## src/include/tpm_pkg.sv

```systemverilog
// Purpose: Shared constants and types for the port mask and control register bank
// Assumes: Byte-wide register port, index-addressed as printed
// Notes: Power event mask offset is a local choice

package tpm_pkg;

  localparam int unsigned ADDR_W = 8;
  localparam int unsigned DATA_W = 8;

  // Register offsets
  localparam logic [7:0] OFF_POWER_EVENT_MASK = 8'h14;
  localparam logic [7:0] OFF_FAULT_EVENT_MASK = 8'h15;
  localparam logic [7:0] OFF_STD_OUT_CONFIG = 8'h18;
  localparam logic [7:0] OFF_PORT_CONTROL = 8'h19;

  // Reset values
  localparam logic [7:0] RST_POWER_EVENT_MASK = 8'hff;
  localparam logic [7:0] RST_FAULT_EVENT_MASK = 8'h7f;
  localparam logic [7:0] RST_STD_OUT_CONFIG = 8'h00;
  localparam logic [7:0] RST_PORT_CONTROL = 8'h00;

  // Power event mask bit positions
  localparam int unsigned PB_INIT = 6;
  localparam int unsigned PB_BUS_DET = 3;
  localparam int unsigned PB_BUS_PRES = 2;
  localparam int unsigned PB_CABLE_PRES = 1;

  // Fault event mask bit positions
  localparam int unsigned FB_CABLE_OV = 7;
  localparam int unsigned FB_FORCED_OFF = 6;
  localparam int unsigned FB_AUTO_DISC = 5;
  localparam int unsigned FB_FORCED_DISC = 4;
  localparam int unsigned FB_CABLE_OC = 1;
  localparam int unsigned FB_LINK_ERR = 0;

  // Port control fields
  localparam int unsigned CB_FLIP = 0;
  localparam int unsigned CB_TEST = 1;
  localparam logic [7:0] PORT_CONTROL_WMASK = 8'h03;

  // Power events that can be gated (positions match the mask register)
  localparam logic [7:0] POWER_GATED_BITS = 8'h4e;
  // Fault events that can be gated; bits 3 and 2 have no effect
  localparam logic [7:0] FAULT_GATED_BITS = 8'hf3;

  // Register access request
  typedef struct packed {
    logic wr;
    logic rd;
    logic [ADDR_W-1:0] addr;
    logic [DATA_W-1:0] wdata;
  } tpm_req_t;

  // Routing of the configuration channel pins
  typedef struct packed {
    logic cc1_vconn;
    logic cc2_vconn;
    logic cc1_rx;
    logic cc2_rx;
  } tpm_route_t;

  typedef enum logic [1:0] {
    TPM_NORMAL = 2'b01,
    TPM_TEST = 2'b10
  } tpm_mode_t;

endpackage

```

## src/tpm_route.sv

```systemverilog
// Purpose: Steers cable power and message receive to opposite configuration pins
// Assumes: Inputs synchronous to clk
// Notes: Registered outputs

`timescale 1ns/1ps

module tpm_route
  import tpm_pkg::*;
(
  input wire logic clk,
  input wire logic rst_b,
  input wire logic flip,
  input wire logic cable_power_source_on,
  input wire logic pd_rx_enable,
  output tpm_route_t route_q
);

  tpm_route_t route_d;

  // Orientation picks the pins
  always_comb
  begin
    route_d = '0;
    route_d.cc2_vconn = cable_power_source_on && !flip;
    route_d.cc1_rx = pd_rx_enable && !flip;
    route_d.cc1_vconn = cable_power_source_on && flip;
    route_d.cc2_rx = pd_rx_enable && flip;
  end

  // Register the routing
  always_ff @(posedge clk)
  begin
    if (!rst_b)
      route_q <= '0;
    else
      route_q <= route_d;
  end

endmodule // tpm_route

```

## src/tpm_regs.sv

```systemverilog
// Purpose: Mask and port control registers of a Type-C port controller
// Assumes: Host transactions arrive as one-cycle read or write strobes
// Notes: Alert flags clear on the flags_read strobe; no register in this bank clears them

`timescale 1ns/1ps

module tpm_regs
  import tpm_pkg::*;
(
  input wire logic clk,
  input wire logic rst_b,
  input tpm_req_t req,
  output logic [DATA_W-1:0] rdata_q,
  output logic rvalid_q,
  input wire logic [7:0] power_events,
  input wire logic [7:0] fault_events,
  input wire logic flags_read,
  output logic power_change_flag_q,
  output logic fault_flag_q,
  output logic alert_q,
  input wire logic rx_message,
  output logic rx_report_q,
  output logic rx_ack_q,
  input wire logic cable_power_source_on,
  input wire logic pd_rx_enable,
  output tpm_route_t route_q,
  output logic [7:0] power_event_mask_q,
  output logic [7:0] fault_event_mask_q,
  output logic compliance_test_select_q,
  output logic cable_flip_select_q
);

  logic [7:0] power_mask_d;
  logic [7:0] fault_mask_d;
  logic [7:0] std_cfg_q;
  logic [7:0] std_cfg_d;
  logic [7:0] ctl_q;
  logic [7:0] ctl_d;
  logic [DATA_W-1:0] rdata_d;
  logic rvalid_d;
  logic power_flag_d;
  logic fault_flag_d;
  logic alert_d;
  logic rx_report_d;
  logic rx_ack_d;
  logic power_fire;
  logic fault_fire;
  tpm_mode_t mode;

  // Write hit on one register
  function automatic logic hit(input tpm_req_t r, input logic [7:0] off);
    return r.wr && (r.addr == off);
  endfunction

  // Register writes
  always_comb
  begin
    power_mask_d = power_event_mask_q;
    fault_mask_d = fault_event_mask_q;
    std_cfg_d = std_cfg_q;
    ctl_d = ctl_q;
    if (hit(req, OFF_POWER_EVENT_MASK))
      power_mask_d = req.wdata;
    if (hit(req, OFF_FAULT_EVENT_MASK))
      fault_mask_d = req.wdata;
    if (hit(req, OFF_STD_OUT_CONFIG))
      std_cfg_d = req.wdata;
    if (hit(req, OFF_PORT_CONTROL))
      ctl_d = req.wdata & PORT_CONTROL_WMASK;
  end

  always_ff @(posedge clk)
  begin
    if (!rst_b)
    begin
      power_event_mask_q <= RST_POWER_EVENT_MASK;
      fault_event_mask_q <= RST_FAULT_EVENT_MASK;
      std_cfg_q <= RST_STD_OUT_CONFIG;
      ctl_q <= RST_PORT_CONTROL;
    end
    else
    begin
      power_event_mask_q <= power_mask_d;
      fault_event_mask_q <= fault_mask_d;
      std_cfg_q <= std_cfg_d;
      ctl_q <= ctl_d;
    end
  end

  assign compliance_test_select_q = ctl_q[CB_TEST];
  assign cable_flip_select_q = ctl_q[CB_FLIP];
  assign mode = ctl_q[CB_TEST] ? TPM_TEST : TPM_NORMAL;

  // Read path: one-cycle answer, unmapped reads zero
  always_comb
  begin
    rvalid_d = req.rd;
    rdata_d = '0;
    if (req.rd)
    begin
      unique case (req.addr)
        OFF_POWER_EVENT_MASK: rdata_d = power_event_mask_q;
        OFF_FAULT_EVENT_MASK: rdata_d = fault_event_mask_q;
        OFF_STD_OUT_CONFIG: rdata_d = std_cfg_q;
        OFF_PORT_CONTROL: rdata_d = ctl_q;
        default: rdata_d = '0;
      endcase
    end
  end

  always_ff @(posedge clk)
  begin
    if (!rst_b)
    begin
      rdata_q <= '0;
      rvalid_q <= 1'b0;
    end
    else
    begin
      rdata_q <= rdata_d;
      rvalid_q <= rvalid_d;
    end
  end

  // Gate events by the supported mask bits only
  assign power_fire = |(power_events & power_event_mask_q & POWER_GATED_BITS);
  assign fault_fire = |(fault_events & fault_event_mask_q & FAULT_GATED_BITS);

  // Sticky flags: a new event beats the read clear
  always_comb
  begin
    power_flag_d = power_change_flag_q;
    fault_flag_d = fault_flag_q;
    if (flags_read)
    begin
      power_flag_d = 1'b0;
      fault_flag_d = 1'b0;
    end
    if (power_fire)
      power_flag_d = 1'b1;
    if (fault_fire)
      fault_flag_d = 1'b1;
    alert_d = power_flag_d || fault_flag_d;
  end

  always_ff @(posedge clk)
  begin
    if (!rst_b)
    begin
      power_change_flag_q <= 1'b0;
      fault_flag_q <= 1'b0;
      alert_q <= 1'b0;
    end
    else
    begin
      power_change_flag_q <= power_flag_d;
      fault_flag_q <= fault_flag_d;
      alert_q <= alert_d;
    end
  end

  // Incoming message handling by mode
  always_comb
  begin
    rx_report_d = 1'b0;
    rx_ack_d = 1'b0;
    unique case (mode)
      TPM_NORMAL: rx_report_d = rx_message;
      TPM_TEST: rx_ack_d = rx_message;
    endcase
  end

  always_ff @(posedge clk)
  begin
    if (!rst_b)
    begin
      rx_report_q <= 1'b0;
      rx_ack_q <= 1'b0;
    end
    else
    begin
      rx_report_q <= rx_report_d;
      rx_ack_q <= rx_ack_d;
    end
  end

  // Pin routing from orientation
  tpm_route u_route (
    .clk(clk),
    .rst_b(rst_b),
    .flip(ctl_q[CB_FLIP]),
    .cable_power_source_on(cable_power_source_on),
    .pd_rx_enable(pd_rx_enable),
    .route_q(route_q)
  );

endmodule // tpm_regs

```

## config.mk

```make
export PLATFORM = sky130hd
export DESIGN_NAME = tpm_regs
export DESIGN_NICKNAME = d
export VERILOG_FILES = /design/src/include/tpm_pkg.sv /design/src/tpm_route.sv /design/src/tpm_regs.sv
export SDC_FILE = /design/constraint.sdc
export NUM_CORES = 1
export LEC_CHECK = 0
export BUFFER_PORTS_ARGS = -buffer_cell sky130_fd_sc_hd__buf_2
export CORE_AREA = 2 2 66 68
export CTS_BUF_LIST = sky130_fd_sc_hd__clkbuf_4 sky130_fd_sc_hd__clkbuf_8
export CTS_CLUSTER_SIZE = 10
export DETAILED_ROUTE_END_ITERATION = 8
export DIE_AREA = 0 0 68 70
export PLACE_DENSITY = 0.86
export SYNTH_ARGS = -nofsm -noshare
export SYNTH_HDL_FRONTEND = slang
export SYNTH_SLANG_ARGS = --single-unit
```

## constraint.sdc

```tcl
create_clock -name clk -period 1.9 [get_ports clk]
set_input_delay 0.19 -clock clk [delete_from_list [all_inputs] [get_ports clk]]
set_output_delay 0.19 -clock clk [all_outputs]
set_load 0.02 [all_outputs]
```

==> impl_metrics.env <==
export IMPL_slew_limit_headroom_pct=67.0
export IMPL_grt_usage_pct=18.7
export IMPL_layout_nets=303
export IMPL_crit_type="input pin to flip-flop"
export IMPL_reg2regPathDepth=3
export IMPL_fin_crit_sh_pct=76.7
export IMPL_start_kind="input pin"
export IMPL_finalHoldViolations=0
export IMPL_layout_drive_gt1_share_pct=33.0
export IMPL_run_status="completed"
export IMPL_fin_crit_ps=1460
export IMPL_path_clk_slew_ps=70
export IMPL_root_buffer="clkbuf_8"
export IMPL_cts_max_level=2
export IMPL_finalSetupViolCount=0
export IMPL_critPathArrivalTime_ps=1620
export IMPL_slew_viol_final=0
export IMPL_ys_seq_area_share_pct=45.5
export IMPL_antenna_cells=0
export IMPL_synthSimpleGateAreaFrac_pct=27.6
export IMPL_io_pins=76
export IMPL_cts_sinks=44
export IMPL_grt_pass1_wl_mm=6.67
export IMPL_hold_path_depth=3
export IMPL_grt_max_degree=52
export IMPL_synth_cell_types=27
export IMPL_synth_seq_cells=44
export IMPL_die_h_um=70
export IMPL_numPortBuffers=69
export IMPL_crit_fanout=8
export IMPL_rsz0062_at_grt="false"
export IMPL_syn_num_nets=234
export IMPL_fin_skew_ps=5.37
export IMPL_yosys_area_share_adder_pct=0
export IMPL_drt_iter0_drc=187
export IMPL_antenna_found_initial=0
export IMPL_worst_pin_slew_ps=495
export IMPL_synth_top_family_by_area="simple AND/OR/NAND/NOR gates"
export IMPL_dr_pass1_iters=4
export IMPL_syn_to_final_growth_pct=26.5
export IMPL_yosys_warnings=0
export IMPL_filler_cell_count=367
export IMPL_initial_utilization_pct=46.7
export IMPL_ir_drop_mv=0.385
export IMPL_synth_compound_area_share_pct=8.01
export IMPL_syn_area_um2=1940
export IMPL_cts_hold_buffers=0
export IMPL_rows=24
export IMPL_preCtsSetupSlack_ps=141
export IMPL_worstSetupEndpointType="flip-flop"
export IMPL_vias_per_cell=5.06
export IMPL_setup_slack_ps=442
export IMPL_routed_wl_mm=4.19
export IMPL_required_ps=2060
export IMPL_cts_buffers=5
export IMPL_die_x_um=68
export IMPL_fmax_mhz=686
export IMPL_muxShareOfSynthArea_pct=15.5
export IMPL_overflow=0
export IMPL_hold_class="input pin to flip-flop"
export IMPL_fin_tns_setup_ps=0
export IMPL_route_detailed_drc=0
export IMPL_place_hpwl_mm=3.16
export IMPL_gp_congestion=0.792
export IMPL_clockBufferDepth=2
export IMPL_synth_xor_xnor_area_share_pct=0
export IMPL_cts_resized=0
export IMPL_core_area_um2=4140
export IMPL_vias=1599
export IMPL_ant_nets=0
export IMPL_wl_per_cell_um=13.3
export IMPL_fin_util_pct=59.1
export IMPL_die_area_um2=4760
export IMPL_power_density_nw_per_um2=755
export IMPL_cellLeakagePower_nw=1.10
export IMPL_maxCapViolations=0
export IMPL_synthCells=194
export IMPL_clkLatencyLatePin_ps=300
export IMPL_cts_tree="done"
export IMPL_grt_pass1_vias=1407
export IMPL_cts_setup_buffers=0
export IMPL_avgSynthCellArea_um2=9.98
==> worst paths after layout <==
check                                                   startpoint                            endpoint  slack [ps]
worst max-delay path                                       req[13]  fault_event_mask_q[1]$_SDFFE_PN1P_         440
worst min-delay path                                    rx_message              rx_report_q$_SDFF_PN0_         120
worst max register to register  power_event_mask_q[2]$_SDFFE_PN1P_                  alert_q$_SDFF_PN0_         790
worst min register to register           std_cfg_q[1]$_SDFFE_PN0P_           std_cfg_q[1]$_SDFFE_PN0P_         460
==> cell families after synthesis <==
logic type | Yosys count
multiplexers | 30
buffers and inverters | 13
flip-flops | 44
AO/OA/AOI/OAI | 20
AND/OR/NAND/NOR | 87
==> cell usage in the layout (no fill, tap or decap), drive strengths merged, types with 2 or more instances in the layout <==
master and instances:
and3b 2, clkbuf 7, mux2i 30, a21oi 6, nand2b 4, o21a 7, nand3b 13, o22ai 2
buf 74, a22oi 3, nor3 3, and3 9, nand2 22, dfxtp 44, nor2b 24, and2 4
==> critical path, cell delays in order <==
cell and delay [ps]:
buf_2 90, or4b_4 530, or3_1 610, mux2i_1 200
==> state kept, by name, indices dropped and copies added (netlist names) <==
signal,cells
rvalid_q,1
ctl_q,2
rx_ack_q,1
std_cfg_q,8
rx_report_q,1
power_change_flag_q,1
rdata_q,8
power_event_mask_q,8
alert_q,1
fault_event_mask_q,8
u_route.route_q,4
fault_flag_q,1
==> synthesized netlist by cell type <==
cell       count  area (um^2)
buf_2          1         5.00
nor2_1         1         3.75
or3_1          1         6.26
and3_1         9         56.3
nor2b_1       24          150
inv_1          1         3.75
dfxtp_1       44          881
o22ai_1        2         12.5
buf_6          2         22.5
a21oi_1        6         30.0
and3b_1        2         17.5
o21a_1         7         52.6
nor3_4         2         32.5
or4b_4         1         13.8
nand3b_1      13         97.6
nand2b_1       4         25.0
clkbuf_1       9         33.8
a22oi_1        3         22.5
a2111oi_4      1         27.5
nand4_1        1         6.26
nand2_1       22         82.6
a222oi_1       1         10.0
or3b_2         1         8.76
nand3_1        1         5.00
nor3_1         1         5.00
mux2i_1       30          300
and2_1         4         25.0
==> power by group <==
| group | internal (mW) | switching, mW |
|---|---|---|
| Clock | 0.464 | 0.303 |
| Combinational | 0.0685 | 0.0805 |
| Sequential | 0.930 | 0.00333 |
| Total | 1.46 | 0.386 |
==> stage by stage <==
step	area (um^2)	cells	hold slack, ps	total power [mW]
final	2450	316	123	1.85
after global routing	2450	316	123	1.92
after CTS	2450	316	119	1.87
after detailed placement	2320	308	433	1.10
after global placement	2320	308	416	1.10
after floorplan	1940	194	313	1.05
==> area by class of cell <==
type	count	area (um^2)	share of cell area, %
clock buffers	7	96.3	3.93
multi-input cells	137	991	40.4
well taps	52	65.1	2.66
flip-flops and latches	44	881	36.0
inverters	1	3.75	0.153
clock inverters	1	30.0	1.23
repair buffers	74	383	15.6
==> routing by layer <==
metal | track usage [%] | vias to the layer above | routed length [um]
li1 | - | 808 | -
met1 | 25.7 | 740 | 1960
met2 | 26.6 | 45 | 1940
met3 | 5.48 | 6 | 219
met4 | 8.89 | 0 | 74
met5 | 0 | - | 0
Note: power is estimated with default switching activity, not from simulation.
